**config.mk**
```make
export PLATFORM = sky130hd
export DESIGN_NAME = cke_sequencer
export DESIGN_NICKNAME = d
export VERILOG_FILES = /design/src/core/cke_pkg.sv /design/src/core/cke_character_generator.sv /design/src/core/cke_print_timing.sv /design/src/core/cke_sequencer.sv
export VERILOG_INCLUDE_DIRS = /design/src /design/src/core
export SDC_FILE = /design/constraint.sdc
export NUM_CORES = 1
export LEC_CHECK = 0
export BUFFER_PORTS_ARGS = -buffer_cell sky130_fd_sc_hd__buf_2
export CORE_MARGIN = 2
export CORE_UTILIZATION = 45
export CTS_BUF_LIST = sky130_fd_sc_hd__clkbuf_4 sky130_fd_sc_hd__clkbuf_8
export DETAILED_ROUTE_END_ITERATION = 10
export PLACE_DENSITY = 0.77
export SLEW_MARGIN = 0
export SYNTH_ARGS = -nofsm -noshare
export SYNTH_HDL_FRONTEND = slang
export SYNTH_SLANG_ARGS = --single-unit
```
**constraint.sdc**
```tcl
create_clock -name core_clk_in -period 3 [get_ports core_clk_in]
set_input_delay 0.3 -clock core_clk_in [delete_from_list [all_inputs] [get_ports core_clk_in]]
set_output_delay 0.3 -clock core_clk_in [all_outputs]
set_load 0.02 [all_outputs]
```
**src/core/cke_params.svh**
```systemverilog
// Constants for the calculator key entry sequencer
`ifndef CKE_PARAMS_SVH
`define CKE_PARAMS_SVH
`define CKE_DIGIT_W       4
`define CKE_DIGITS        13
`define CKE_DC_W          4
`define CKE_POINT_W       4
`define CKE_POINT_PRESET  4'h4
`define CKE_POINT_ZERO    4'h0
`define CKE_ROWS          5
`define CKE_COLS          4
`define CKE_ROW_W         3
`define CKE_ROW_DWELL     16
`define CKE_CODE_W        4
`define CKE_CODE_POINT    4'hA
`define CKE_CODE_MUL      4'hB
`define CKE_CODE_DIV      4'hC
`define CKE_CODE_BLANK    4'hF
`define CKE_GLYPH_W       20
`endif

```
**src/core/cke_pkg.sv**
```systemverilog
// Types shared by the key entry sequencer files
`include "cke_params.svh"
package cke_pkg;
  typedef enum logic [2:0] {
    ST_ZERO,
    ST_PRINT,
    ST_FIVE,
    ST_FOUR,
    ST_ONE
  } cke_state_t;

  typedef enum logic [1:0] {
    KEY_NUMERAL,
    KEY_POINT,
    KEY_MUL,
    KEY_DIV
  } cke_key_kind_t;

  typedef struct packed {
    cke_key_kind_t           kind;
    logic [`CKE_CODE_W-1:0]  digit;
  } cke_key_t;

  typedef struct packed {
    logic in_number;
    logic [`CKE_CODE_W-1:0] code;
  } cke_input_reg_t;

  typedef struct packed {
    logic new_entry_flag;
    logic decimal_point_flag;
    logic constant_flag;
    logic multiply_select_flag;
    logic muldiv_select_flag;
    logic sign_flag;
  } cke_flags_t;
endpackage : cke_pkg

```
**src/core/cke_character_generator.sv**
```systemverilog
// Character generator: code and row to head column pattern
`timescale 1ns/1ps
`default_nettype none
`include "cke_params.svh"
module cke_character_generator (
  // Character select
  input  wire logic [`CKE_CODE_W-1:0] code_in,
  input  wire logic [`CKE_ROW_W-1:0]  row_in,
  // Column pattern
  output logic      [`CKE_COLS-1:0]   cols_out
);
  import cke_pkg::*;

  // Top row sits in the most significant nibble
  function automatic logic [`CKE_GLYPH_W-1:0] glyph(input logic [`CKE_CODE_W-1:0] c);
    case (c)
      4'h0:            glyph = 20'h69996;
      4'h1:            glyph = 20'h26227;
      4'h2:            glyph = 20'h6924F;
      4'h3:            glyph = 20'hE161E;
      4'h4:            glyph = 20'h99F11;
      4'h5:            glyph = 20'hF8E1E;
      4'h6:            glyph = 20'h68E96;
      4'h7:            glyph = 20'hF1244;
      4'h8:            glyph = 20'h69696;
      4'h9:            glyph = 20'h69716;
      `CKE_CODE_POINT: glyph = 20'h00004;
      `CKE_CODE_MUL:   glyph = 20'h09690;
      `CKE_CODE_DIV:   glyph = 20'h04F40;
      default:         glyph = 20'h00000;
    endcase
  endfunction : glyph

  logic [`CKE_GLYPH_W-1:0] pat;
  logic [`CKE_GLYPH_W-1:0] sh;

  always_comb begin
    pat      = glyph(code_in);
    sh       = pat >> (5'(`CKE_ROWS - 1 - 32'(row_in)) * 5'(`CKE_COLS));
    cols_out = sh[`CKE_COLS-1:0];
  end
endmodule : cke_character_generator
`default_nettype wire

```
**src/core/cke_print_timing.sv**
```systemverilog
// Print timing: row (stroke) counter and per-row print counter
`timescale 1ns/1ps
`default_nettype none
`include "cke_params.svh"
module cke_print_timing #(
  parameter int ROWS  = `CKE_ROWS,
  parameter int DWELL = `CKE_ROW_DWELL
) (
  // Clocking
  input  wire logic                  core_clk_in,
  input  wire logic                  resetn_in,
  input  wire logic                  ce_in,
  // Control
  input  wire logic                  start_in,
  // Status
  output logic                       active_out,
  output logic [`CKE_ROW_W-1:0]      row_out,
  output logic                       done_out
);
  import cke_pkg::*;
  localparam int PCW = $clog2(DWELL + 1);
  localparam logic [PCW-1:0] PC_LAST = PCW'(DWELL - 1);
  localparam logic [`CKE_ROW_W-1:0] ROW_LAST = `CKE_ROW_W'(ROWS - 1);

  logic [PCW-1:0] print_counter_r;

  always_ff @(posedge core_clk_in or negedge resetn_in) begin
    if (!resetn_in) begin
      active_out      <= 1'b0;
      row_out         <= '0;
      print_counter_r <= '0;
      done_out        <= 1'b0;
    end else if (ce_in) begin
      done_out <= 1'b0;
      if (!active_out) begin
        if (start_in) begin
          active_out      <= 1'b1;
          row_out         <= '0;
          print_counter_r <= '0;
        end
      end else if (print_counter_r == PC_LAST) begin
        print_counter_r <= '0;
        if (row_out == ROW_LAST) begin
          active_out <= 1'b0;
          done_out   <= 1'b1;
        end else begin
          row_out <= row_out + 1'b1;
        end
      end else begin
        print_counter_r <= print_counter_r + 1'b1;
      end
    end
  end
endmodule : cke_print_timing
`default_nettype wire

```
**src/core/cke_sequencer.sv**
```systemverilog
// Key entry sequencer: digit, point and order key control
`timescale 1ns/1ps
`default_nettype none
`include "cke_params.svh"
module cke_sequencer #(
  parameter int DIGITS = `CKE_DIGITS,
  parameter int DWELL  = `CKE_ROW_DWELL
) (
  // Clocking
  input  wire logic                               core_clk_in,
  input  wire logic                               resetn_in,
  input  wire logic                               ce_in,
  // Keyboard
  input  wire logic                               key_valid_in,
  input  wire cke_pkg::cke_key_t                  key_in,
  input  wire logic                               key_release_signal_in,
  input  wire logic                               clear_key_in,
  // Print head
  output logic [`CKE_COLS-1:0]                    head_column_output_out,
  output logic [`CKE_ROWS-1:0]                    head_row_out,
  output logic                                    print_busy_out,
  // Status
  output cke_pkg::cke_state_t                     state_out,
  output cke_pkg::cke_flags_t                     flags_out,
  output cke_pkg::cke_input_reg_t                 input_register_out,
  output logic [DIGITS*`CKE_DIGIT_W-1:0]          entry_buffer_out,
  output logic [DIGITS*`CKE_DIGIT_W-1:0]          upper_accumulator_out,
  output logic [`CKE_POINT_W-1:0]                 point_counter_out,
  output logic                                    halted_out
);
  import cke_pkg::*;
  localparam int DW = `CKE_DIGIT_W;
  localparam int BW = DIGITS * DW;
  localparam logic [`CKE_DC_W-1:0] DC_LAST = `CKE_DC_W'(DIGITS - 1);
  function automatic logic [DW-1:0] top_digit(input logic [BW-1:0] b);
    top_digit = b[BW-1 -: DW];
  endfunction : top_digit
  // Position zero wraps onto the top digit, which is what makes underflow visible
  function automatic logic [`CKE_DC_W-1:0] insert_index(input logic [`CKE_POINT_W-1:0] p);
    insert_index = (p == `CKE_POINT_ZERO) ? DC_LAST : `CKE_DC_W'(p - 1'b1);
  endfunction : insert_index
  cke_state_t                  state_r;
  cke_state_t                  state_nxt;
  cke_flags_t                  flags_r;
  cke_input_reg_t              input_register_r;
  cke_key_kind_t               key_kind_r;
  logic [BW-1:0]               entry_buffer_r;
  logic [BW-1:0]               entry_buffer_nxt;
  logic [BW-1:0]               upper_accumulator_r;
  logic [`CKE_POINT_W-1:0]     point_counter_r;
  logic [`CKE_DC_W-1:0]        digit_counter_r;
  logic                        key_pending_r;
  logic                        blank_pending_r;
  logic                        blank_print_r;
  logic                        print_issued_r;
  logic                        print_done_r;
  logic                        print_start;
  logic                        word_end;
  logic                        top_busy;
  logic                        key_take;
  logic                        tm_active;
  logic [`CKE_ROW_W-1:0]       tm_row;
  logic                        tm_done;
  logic [`CKE_COLS-1:0]        cg_cols;

  assign word_end    = (digit_counter_r == DC_LAST);
  assign top_busy    = (top_digit(entry_buffer_r) != '0);
  assign key_take    = key_valid_in && (state_r == ST_ZERO) && !key_pending_r && !top_busy;
  assign print_start = (state_r == ST_PRINT) && !print_issued_r;
  assign state_out             = state_r;
  assign flags_out             = flags_r;
  assign input_register_out    = input_register_r;
  assign entry_buffer_out      = entry_buffer_r;
  assign upper_accumulator_out = upper_accumulator_r;
  assign point_counter_out     = point_counter_r;

  // Serial word timing: one digit per clock
  always_ff @(posedge core_clk_in or negedge resetn_in) begin
    if (!resetn_in) begin
      digit_counter_r <= '0;
    end else if (ce_in) begin
      digit_counter_r <= word_end ? '0 : digit_counter_r + 1'b1;
    end
  end

  // Key capture into the input register
  always_ff @(posedge core_clk_in or negedge resetn_in) begin
    if (!resetn_in) begin
      input_register_r <= '0;
      key_kind_r       <= KEY_NUMERAL;
      key_pending_r    <= 1'b0;
    end else if (ce_in) begin
      if (clear_key_in) begin
        key_pending_r <= 1'b0;
      end else if (key_take) begin
        key_kind_r    <= key_in.kind;
        key_pending_r <= 1'b1;
        input_register_r.in_number <= (key_in.kind == KEY_NUMERAL);
        case (key_in.kind)
          KEY_NUMERAL: input_register_r.code <= key_in.digit;
          KEY_POINT:   input_register_r.code <= `CKE_CODE_POINT;
          KEY_MUL:     input_register_r.code <= `CKE_CODE_MUL;
          default:     input_register_r.code <= `CKE_CODE_DIV;
        endcase
      end else if (state_r == ST_ONE && blank_pending_r && !flags_r.decimal_point_flag && word_end) begin
        input_register_r.in_number <= 1'b0;
        input_register_r.code      <= `CKE_CODE_BLANK;
      end else if (state_r == ST_ONE && word_end) begin
        key_pending_r <= 1'b0;
      end
    end
  end

  // Control counter, changes only at word end or on the clear key
  always_comb begin
    state_nxt = state_r;
    case (state_r)
      // Held top digit keeps everything frozen; no overflow action of its own
      ST_ZERO: if (key_pending_r && !top_busy) state_nxt = ST_PRINT;
      ST_PRINT: begin
        if (print_done_r) begin
          if (blank_print_r) begin
            state_nxt = ST_ONE;
          end else begin
            case (key_kind_r)
              KEY_NUMERAL: state_nxt = ST_FIVE;
              KEY_POINT:   state_nxt = ST_ONE;
              default:     state_nxt = ST_FOUR;
            endcase
          end
        end
      end
      ST_FIVE: if (flags_r.new_entry_flag) state_nxt = ST_ONE;
      ST_FOUR: state_nxt = ST_ONE;
      ST_ONE: begin
        if (blank_pending_r && !flags_r.decimal_point_flag) begin
          state_nxt = ST_PRINT;
        end else if (key_release_signal_in) begin
          state_nxt = ST_ZERO;
        end
      end
      default: state_nxt = ST_ZERO;
    endcase
  end
  always_ff @(posedge core_clk_in or negedge resetn_in) begin
    if (!resetn_in) begin
      state_r <= ST_ZERO;
    end else if (ce_in) begin
      if (clear_key_in) begin
        state_r <= ST_ZERO;
      end else if (word_end) begin
        state_r <= state_nxt;
      end
    end
  end

  // Print issue and completion tracking
  always_ff @(posedge core_clk_in or negedge resetn_in) begin
    if (!resetn_in) begin
      print_issued_r  <= 1'b0;
      print_done_r    <= 1'b0;
      blank_pending_r <= 1'b0;
      blank_print_r   <= 1'b0;
    end else if (ce_in) begin
      if (state_r != ST_PRINT) begin
        print_issued_r <= 1'b0;
        print_done_r   <= 1'b0;
      end else begin
        if (print_start) begin
          print_issued_r <= 1'b1;
        end
        if (tm_done) begin
          print_done_r <= 1'b1;
        end
      end
      if (clear_key_in) begin
        blank_pending_r <= 1'b0;
        blank_print_r   <= 1'b0;
      end else if (word_end && state_r == ST_FOUR) begin
        blank_pending_r <= 1'b1;
      end else if (word_end && state_r == ST_ONE && state_nxt == ST_PRINT) begin
        blank_pending_r <= 1'b0;
        blank_print_r   <= 1'b1;
      end else if (word_end && state_r == ST_PRINT && print_done_r) begin
        blank_print_r <= 1'b0;
      end
    end
  end

  // Buffer and accumulator recirculation, one digit per clock
  always_comb begin
    entry_buffer_nxt = entry_buffer_r;
    if (state_r == ST_FIVE && flags_r.new_entry_flag) begin
      entry_buffer_nxt = {entry_buffer_r[DW-1:0], entry_buffer_r[BW-1:DW]};
      if (digit_counter_r == insert_index(point_counter_r)) begin
        entry_buffer_nxt = {input_register_r.code, entry_buffer_r[BW-1:DW]};
      end
      if (word_end && !flags_r.decimal_point_flag) begin
        entry_buffer_nxt = {entry_buffer_nxt[BW-DW-1:0], {DW{1'b0}}};
      end
    end else if (state_r == ST_FOUR) begin
      entry_buffer_nxt = {entry_buffer_r[DW-1:0], entry_buffer_r[BW-1:DW]};
    end
  end
  always_ff @(posedge core_clk_in or negedge resetn_in) begin
    if (!resetn_in) begin
      entry_buffer_r <= '0;
    end else if (ce_in) begin
      if (clear_key_in) begin
        entry_buffer_r <= '0;
      end else if (state_r == ST_FIVE && !flags_r.new_entry_flag) begin
        entry_buffer_r <= '0;
      end else begin
        entry_buffer_r <= entry_buffer_nxt;
      end
    end
  end
  always_ff @(posedge core_clk_in or negedge resetn_in) begin
    if (!resetn_in) begin
      upper_accumulator_r <= '0;
    end else if (ce_in) begin
      if (clear_key_in) begin
        upper_accumulator_r <= '0;
      end else if (state_r == ST_FOUR) begin
        // Copying while recirculating lets a square be taken from one entry
        upper_accumulator_r <= {entry_buffer_r[DW-1:0], upper_accumulator_r[BW-1:DW]};
      end
    end
  end

  // Point counter
  always_ff @(posedge core_clk_in or negedge resetn_in) begin
    if (!resetn_in) begin
      point_counter_r <= `CKE_POINT_PRESET;
    end else if (ce_in) begin
      if (clear_key_in) begin
        point_counter_r <= `CKE_POINT_PRESET;
      end else if (state_r == ST_FIVE && word_end) begin
        if (!flags_r.new_entry_flag) begin
          point_counter_r <= `CKE_POINT_PRESET;
        end else if (flags_r.decimal_point_flag && point_counter_r != `CKE_POINT_ZERO) begin
          point_counter_r <= point_counter_r - 1'b1;
        end
      end
    end
  end

  // Flags
  always_ff @(posedge core_clk_in or negedge resetn_in) begin
    if (!resetn_in) begin
      flags_r <= '0;
    end else if (ce_in) begin
      if (clear_key_in) begin
        flags_r               <= '0;
        flags_r.constant_flag <= 1'b1;
      end else if (word_end) begin
        case (state_r)
          ST_FIVE: begin
            if (!flags_r.new_entry_flag) begin
              flags_r.new_entry_flag <= 1'b1;
            end else if (flags_r.constant_flag && flags_r.muldiv_select_flag &&
                         !flags_r.multiply_select_flag) begin
              flags_r.sign_flag <= 1'b0;
            end
          end
          ST_PRINT: begin
            if (print_done_r && !blank_print_r && key_kind_r == KEY_POINT) begin
              flags_r.decimal_point_flag <= 1'b1;
            end
          end
          ST_FOUR: begin
            if (flags_r.new_entry_flag && flags_r.sign_flag) begin
              flags_r.sign_flag <= 1'b0;
            end
            flags_r.decimal_point_flag <= 1'b0;
            flags_r.new_entry_flag     <= 1'b0;
            flags_r.muldiv_select_flag <= 1'b1;
            if (key_kind_r == KEY_MUL) begin
              flags_r.multiply_select_flag <= 1'b1;
              flags_r.constant_flag        <= 1'b1;
            end else begin
              flags_r.multiply_select_flag <= 1'b0;
              flags_r.constant_flag        <= 1'b0;
            end
          end
          default: ;
        endcase
      end
    end
  end

  // Halt indication and head drive
  always_ff @(posedge core_clk_in or negedge resetn_in) begin
    if (!resetn_in) begin
      halted_out             <= 1'b0;
      head_column_output_out <= '0;
      head_row_out           <= '0;
      print_busy_out         <= 1'b0;
    end else if (ce_in) begin
      halted_out             <= top_busy;
      print_busy_out         <= tm_active;
      head_column_output_out <= tm_active ? cg_cols : '0;
      head_row_out           <= tm_active ? `CKE_ROWS'(1) << tm_row : '0;
    end
  end

  cke_print_timing #(
    .ROWS  (`CKE_ROWS),
    .DWELL (DWELL)
  ) u_timing (
    .core_clk_in (core_clk_in),
    .resetn_in   (resetn_in),
    .ce_in       (ce_in),
    .start_in    (print_start),
    .active_out  (tm_active),
    .row_out     (tm_row),
    .done_out    (tm_done)
  );
  cke_character_generator u_cg (
    .code_in  (input_register_r.code),
    .row_in   (tm_row),
    .cols_out (cg_cols)
  );

  AST_STATE_WORD_END: assert property (@(posedge core_clk_in) disable iff (!resetn_in)
    (state_r != $past(state_r) && !$past(clear_key_in)) |-> $past(word_end))
    else $error("state changed away from word end");
  AST_HALT_NO_PRINT: assert property (@(posedge core_clk_in) disable iff (!resetn_in)
    (state_r == ST_ZERO && top_busy && !clear_key_in && ce_in) |=> state_r == ST_ZERO)
    else $error("left idle with top digit loaded");
  AST_KEY_LOAD: assert property (@(posedge core_clk_in) disable iff (!resetn_in)
    (key_take && ce_in && !clear_key_in && key_in.kind == KEY_NUMERAL) |=>
      (input_register_r.code == $past(key_in.digit) && input_register_r.in_number))
    else $error("numeral code not loaded");
  AST_FIRST_DIGIT_CLEAR: assert property (@(posedge core_clk_in) disable iff (!resetn_in)
    (state_r == ST_FIVE && !flags_r.new_entry_flag && word_end && ce_in && !clear_key_in) |=>
      (flags_r.new_entry_flag && point_counter_r == `CKE_POINT_PRESET && entry_buffer_r == '0))
    else $error("first digit preparation wrong");
  AST_FRACTION_DECREMENT: assert property (@(posedge core_clk_in) disable iff (!resetn_in)
    (state_r == ST_FIVE && flags_r.new_entry_flag && flags_r.decimal_point_flag &&
     point_counter_r != `CKE_POINT_ZERO && word_end && ce_in && !clear_key_in) |=>
      point_counter_r == $past(point_counter_r) - 1'b1)
    else $error("point counter not decremented");
  AST_MUL_FLAGS: assert property (@(posedge core_clk_in) disable iff (!resetn_in)
    (state_r == ST_FOUR && key_kind_r == KEY_MUL && word_end && ce_in && !clear_key_in) |=>
      (flags_r.muldiv_select_flag && flags_r.multiply_select_flag && flags_r.constant_flag &&
       !flags_r.decimal_point_flag && !flags_r.new_entry_flag))
    else $error("multiply flags wrong");
  AST_DIV_FLAGS: assert property (@(posedge core_clk_in) disable iff (!resetn_in)
    (state_r == ST_FOUR && key_kind_r == KEY_DIV && word_end && ce_in && !clear_key_in) |=>
      (flags_r.muldiv_select_flag && !flags_r.multiply_select_flag && !flags_r.constant_flag &&
       !flags_r.decimal_point_flag && !flags_r.new_entry_flag))
    else $error("divide flags wrong");
  AST_RELEASE_RETURN: assert property (@(posedge core_clk_in) disable iff (!resetn_in)
    (state_r == ST_ONE && !(blank_pending_r && !flags_r.decimal_point_flag) &&
     key_release_signal_in && word_end && ce_in) |=> state_r == ST_ZERO)
    else $error("no return to idle after release");
  AST_HOLD_IN_ONE: assert property (@(posedge core_clk_in) disable iff (!resetn_in)
    (state_r == ST_ONE && !blank_pending_r && !key_release_signal_in && !clear_key_in) |=> state_r == ST_ONE)
    else $error("left wait state while key held");
  AST_COPY_TO_ACC: assert property (@(posedge core_clk_in) disable iff (!resetn_in)
    (state_r == ST_FOUR && word_end && ce_in && !clear_key_in) |=> upper_accumulator_r == entry_buffer_r)
    else $error("accumulator copy mismatch");
  AST_HEAD_IDLE: assert property (@(posedge core_clk_in) disable iff (!resetn_in)
    (!tm_active && ce_in) |=> (head_column_output_out == '0 && head_row_out == '0))
    else $error("head driven while not printing");
endmodule : cke_sequencer
`default_nettype wire

```
# ---- Word level (Yosys, flattened, before mapping)
# Memory sizes are Yosys's and may differ from the RTL's.
# Cells that the tools add are included.
dict set report classes {
  n_addsub 5
  muxes 69
  reduce_logical 67
  div 0
  bitwise_logic 1
  shift 2
  eq_ne 23
  n_mul 0
  order_cmp 0
}
# op n
set op_table {}
lappend op_table {{$mux 52} 8}
lappend op_table {{$mux 3} 13}
lappend op_table {{$mux 5} 6}
lappend op_table {{$mux 4} 7}
lappend op_table {{$mux 1} 26}
lappend op_table {{$logic_and 1x1->1} 24}
lappend op_table {{$reduce_and 3->1} 7}
lappend op_table {{$shr 20x5->4} 1}
lappend op_table {{$pmux 3 s5} 1}
lappend op_table {{$reduce_bool 3->1} 5}
lappend op_table {{$reduce_and 2->1} 7}
lappend op_table {{$reduce_bool 2->1} 7}
lappend op_table {{$mux 6} 2}
lappend op_table {{$ne 3x2->1 const B} 4}
lappend op_table {{$pmux 4 s3} 1}
lappend op_table {{$reduce_bool 4->1} 3}
lappend op_table {{$reduce_and 4->1} 2}
lappend op_table {{$logic_not 1->1} 7}
lappend op_table {{$eq 3x1->1 const B} 2}
lappend op_table {{$eq 3x2->1 const B} 2}
lappend op_table {{$eq 3x3->1 const B} 2}
lappend op_table {{$ne 2x2->1 const B} 3}
lappend op_table {{$ne 3x3->1 const B} 2}
lappend op_table {{$pmux 1 s2} 3}
lappend op_table {{other kinds (19)} 22}
dict set report word_totals {
  out_inout_bits 133
  ff_bits 154
  latchBits 0
  ramBits 0
  mem_count 1
  mem_bits_ro 320
}
# name words word_bits rd rd_ports_with_merged_regs wr line
set memory_table {}
lappend memory_table {{(no name shown)} 16 20 1 0 0 cke_character_generator.sv:16} ;# case (c)

# ---- Longest topological paths before layout
dict set report logic_depth {
  depth_word 10
  ltp_mapped 9
  depth_no_buf 7
}

# ---- Hierarchy
# Synthesis repeated with hierarchy kept, for this count alone.
dict set report hier_totals {
  hier_cells 621
  area_unflattened_um2 6974.2
}
# mod cells_each area_each_um2 seq_area_each_um2 n_inst
set by_module_without_submodules {}
lappend by_module_without_submodules {cke_sequencer 484 5855.6 3579.7 1}
lappend by_module_without_submodules {cke_character_generator 78 569.3 0.0 1}
lappend by_module_without_submodules {cke_print_timing 59 549.3 250.2 1}

# ---- Worst setup path before layout
# No wires, ideal clock.
dict set report synth_timing {
  path_type {register -> register}
  start {register point_counter_r[0] (netlist: point_counter_out[0])}
  end {register entry_buffer_r[49] (netlist: entry_buffer_out[49])}
  stages_incl_launch_ff 8
  path_slack_ps 695
  arrival_time_ps 2218
  required_ps 2913
  period_less_slack_ps 2305
  n_path_buf 1
  path_cell_list {dfrtp_1 inv_1 ha_1 buf_2 or3b_1 a221oi_1 or4b_4 o211ai_1}
}
dict set report synth_via {
  elab_chain_len 8
}
# element line
set synth_lines {}
lappend synth_lines {{from (decl)} cke_sequencer.sv:50} ;# logic [`CKE_POINT_W-1:0] point_counter_r;
lappend synth_lines {{from (signal assigned)} cke_sequencer.sv:234} ;# point_counter_r <= `CKE_POINT_PRESET;
lappend synth_lines {{from (signal assigned)} cke_sequencer.sv:237} ;# point_counter_r <= `CKE_POINT_PRESET;
lappend synth_lines {{from (signal assigned)} cke_sequencer.sv:240} ;# point_counter_r <= `CKE_POINT_PRESET;
lappend synth_lines {{$sub 4x1->4 / $logic_not 4->1 (equally long branches)} --}
lappend synth_lines {{$mux 4 *} cke_sequencer.sv:40} ;# insert_index = (p == `CKE_POINT_ZERO) ? DC_LAST : `CKE_DC_W'(p - 1'b1);
lappend synth_lines {{$eq 4x4->1 *} cke_sequencer.sv:195} ;# if (digit_counter_r == insert_index(point_counter_r)) begin
lappend synth_lines {{$mux 52 *} cke_sequencer.sv:195}
lappend synth_lines {{$mux 52 *} cke_sequencer.sv:198} ;# if (word_end && !flags_r.decimal_point_flag) begin
lappend synth_lines {{$mux 52 *} cke_sequencer.sv:193} ;# if (state_r == ST_FIVE && flags_r.new_entry_flag) begin
lappend synth_lines {{$mux 52 *} cke_sequencer.sv:211} ;# end else if (state_r == ST_FIVE && !flags_r.new_entry_flag) begin
lappend synth_lines {{$mux 52 *} cke_sequencer.sv:209} ;# if (clear_key_in) begin
lappend synth_lines {{to (signal assigned)} cke_sequencer.sv:214} ;# entry_buffer_r <= entry_buffer_nxt;
lappend synth_lines {{to (decl)} cke_sequencer.sv:47} ;# logic [BW-1:0] entry_buffer_r;
# Every way passes the cells marked *; elsewhere a longest branch is shown, timed or not.
# A chain may end at the register's enable or synchronous reset.

# ---- Final worst setup path
dict set report layout_timing {
  start {register digit_counter_r[0]}
  end {register entry_buffer_r[50] (netlist: entry_buffer_out[50])}
}
dict set report layout_via {
  elab_chain_len 6
}
# element line
set layout_lines {}
lappend layout_lines {{from (decl)} cke_sequencer.sv:51} ;# logic [`CKE_DC_W-1:0] digit_counter_r;
lappend layout_lines {{from (signal assigned)} cke_sequencer.sv:82} ;# digit_counter_r <= word_end ? '0 : digit_counter_r + 1'b1;
lappend layout_lines {{$eq 4x4->1 (on tied branches)} {cke_sequencer.sv:195, cke_sequencer.sv:66}}
lappend layout_lines {{$mux 52 / $logic_and 1x1->1 (equally long branches)} {cke_sequencer.sv:195, cke_sequencer.sv:198}}
lappend layout_lines {{$mux 52 *} cke_sequencer.sv:198}
lappend layout_lines {{$mux 52 *} cke_sequencer.sv:193}
lappend layout_lines {{$mux 52 *} cke_sequencer.sv:211}
lappend layout_lines {{$mux 52 *} cke_sequencer.sv:209}
# Marked as above.

==> results.py <==
metrics = {
    "clocking": {
        "cts_root_buf": "clkbuf_8",
        "ctsResizeCount": 0,
        "cts_buffers": 17,
        "h-tree-depth": 4,
        "clockBufferDepth": 2,
        "worstSkewPairLatency_ns": 0.44,
        "cts_setup_buffers": 0,
        "cts_tree": "yes",
        "cts_sinks": 153,
        "clk_pin_slew_ns": 0.08,
    },
    "timing": {
        "max_freq_mhz": 392,
        "worst_clock_skew_ns": 0.0136,
        "setup_tns_ns": 0,
        "rsz0062_at_grt": "false",
        "relSlewSlack_pct": 25.8,
        "hold_viol_final": 0,
        "fin_hold_ws_ns": 0.163,
        "fin_crit_sh_pct": 85.0,
        "slew_violations": 0,
        "worst_slew_pin_slew_ns": 1.11,
        "period_needed_ns": 2.55,
        "setup-violations-final": 0,
    },
    "final_layout": {
        "nets": 780,
        "syn_to_final_growth_pct": 19.1,
        "layout-drive-gt1-share_pct": 27.1,
        "fill_cells": 1308,
        "diodes": 0,
    },
    "detailed_routing": {
        "dr.pass1.iters": 5,
        "drcViolationCount": 0,
        "drtIter0Drc": 402,
        "finalWirelength_um": 16400,
        "wl_per_cell_um": 17.3,
        "viasPerCell": 5.76,
        "antenna_left": 0,
        "vias": 5467,
    },
    "synthesis": {
        "synth.largest_area_cell": "dfrtp_1",
        "synth_top_area_share_pct": 54.9,
        "synth_common_cells": "dfrtp_1, a22o_1, nand2_1",
        "ys_ff_latch": 153,
        "syn-instance-count": 618,
        "synth_warnings": 0,
        "synth-edff-count": 0,
        "synthFlopType": "dfrtp_1",
        "syn_avg_cell_area_sq_um": 11.2,
        "yosysUniqueCellTypes": 69,
        "ys_seq_area_share_pct": 55.3,
        "syn_area_sq_um": 6930,
        "ys_top_cells_by_area": "dfrtp_1, a22o_1, ha_1, o21ai_0, nand2_1",
        "synth.most_common_cell": "dfrtp_1",
        "async_reset_ff_share_pct": 100,
        "synth_nets": 650,
    },
    "flow_run": {
        "drv_cap": 0,
    },
    "power": {
        "power.total_mw": 5.13,
        "leakage_nw": 4.25,
        "power.ir.vdd_worst_uv": 392,
        "powerDensity_nw_per_um2": 622,
    },
    "global_routing": {
        "antenna_found_initial": 0,
        "grt_pass1_vias": 4965,
        "grt_max_degree": 87,
        "grt_overflow_total": 0,
        "grt_pass1_wl_um": 26300,
        "gr-usage-all-layers_pct": 20.3,
    },
    "floorplanning": {
        "die_area_sq_um": 16400,
        "io_pins": 145,
        "start_util_pct": 45.7,
        "die_x_um": 128,
        "die_h_um": 128,
        "rows": 45,
        "core-area_sq_um": 15100,
    },
    "placement": {
        "dpl.hpwl_um": 11400,
        "io_buffers": 143,
        "gp_congestion": 0.869,
    },
    "outcome": {
        "status": "finished, final reports clean",
    },
    "min_path": {
        "hold_path.class": "primary input to flop",
    },
    "worst_setup_path": {
        "critPathRequiredTime_ns": 3.36,
        "cp-end-kind": "flop",
        "cp-start-kind": "flop",
        "path_class": "flop to flop",
        "crit_arrival_ns": 2.91,
        "crit_fanout": 52,
    },
}
## critical path, stage by stage, from the launching register on
cell and delay (ns):
dfrtp_1 0.42, inv_1 0.10, ha_1 0.25, nand4b_1 0.17, a21oi_1 0.16, nor2_4 0.86
o311ai_0 0.33, o211ai_1 0.17
## layer usage
layer  up-vias  GRT usage [%]  wire (um)
li1       2563              -          -
met1      2704           29.8       7600
met2       182           30.6       7650
met3        18           3.80        958
met4         0           6.66        214
met5         -              0          0
## kinds of logic (layout without fill, tap and decap cells)
group	count (synthesis)	count (layout)	share of synthesized area, %
flip-flops	153	153	55.3
XOR/XNOR	2	2	0.253
adder cells (fa/ha/maj)	20	20	3.61
multiplexers	14	14	2.11
other	1	1	0.0541
AND/OR/NAND/NOR	129	129	9.68
buffers and inverters	75	218	4.26
AO/OA/AOI/OAI	224	224	24.7
## power by group
group          leakage (nW)  switching, mW  internal (mW)
clock                 0.204          0.809          0.782
sequential             2.10          0.229           2.18
combinational          1.95          0.673          0.455
## what timing repair did
| action | in CTS | in global routing |
|---|---|---|
| hold endpoints to repair | 83 | 0 |
| setup endpoints to repair | 0 | 0 |
| hold buffers | 1 | 0 |
## state kept, by name (all words and copies together), names as in the netlist, 2 cells and up
name and count:
input_register_out 5, u_timing.print_counter_r 5, flags_out 5, point_counter_out 4, state_out 3, key_kind_r 2, upper_accumulator_out 52, head_row_out 5
digit_counter_r 4, entry_buffer_out 52, u_timing.row_out 3, head_column_output_out 4
## cell type report
| cell class | instances | area, sq um | share of cell area, % |
|---|---|---|---|
| Sequential cell | 153 | 3830 | 46.4 |
| Multi-Input combinational cell | 390 | 2840 | 34.4 |
| Timing Repair Buffer | 153 | 812 | 9.85 |
| Clock buffer | 18 | 248 | 3.00 |
| Tap cell | 188 | 235 | 2.85 |
| Clock inverter | 14 | 160 | 1.94 |
| Inverter | 33 | 124 | 1.50 |
## path summary, 6_finish.rpt
kind                                          start                        to  slack, ns  cells after the start
setup / recovery                 digit_counter_r[0]      entry_buffer_out[50]       0.45                      7
hold / removal                            key_in[3]     input_register_out[3]       0.16                      3
setup reg to reg                 digit_counter_r[0]      entry_buffer_out[50]       0.45                      7
hold reg to reg            upper_accumulator_out[3]  upper_accumulator_out[3]       0.50                      1
max in group asynchronous                 resetn_in      entry_buffer_out[17]       1.77                      3
min in group asynchronous                 resetn_in  upper_accumulator_out[0]       0.48                      2
## stage by stage
| stage | instances | setup slack [ns] | utilization (%) | instance area (sq um) |
|---|---|---|---|---|
| finish | 949 | 0.449 | 54.5 | 8250 |
| global route | 949 | 0.171 | 54.5 | 8250 |
| CTS | 949 | 0.462 | 54.5 | 8250 |
| detailed placement | 916 | 0.471 | 51.7 | 7830 |
| global placement | 916 | 0.516 | 51.7 | 7830 |
| floorplan | 618 | 0.695 | - | 6930 |
## cell usage in the layout (no fill, tap or decap), types with 14 or more instances in the layout
| master | instances |
|---|---|
| a21oi_1 | 22 |
| a22o_1 | 104 |
| buf_2 | 142 |
| clkbuf_8 | 18 |
| dfrtp_1 | 152 |
| ha_1 | 20 |
| inv_1 | 33 |
| nand2_1 | 37 |
| nand3_1 | 14 |
| nor2_1 | 24 |
| o21ai_0 | 28 |
(Power assumes the default switching activity.)
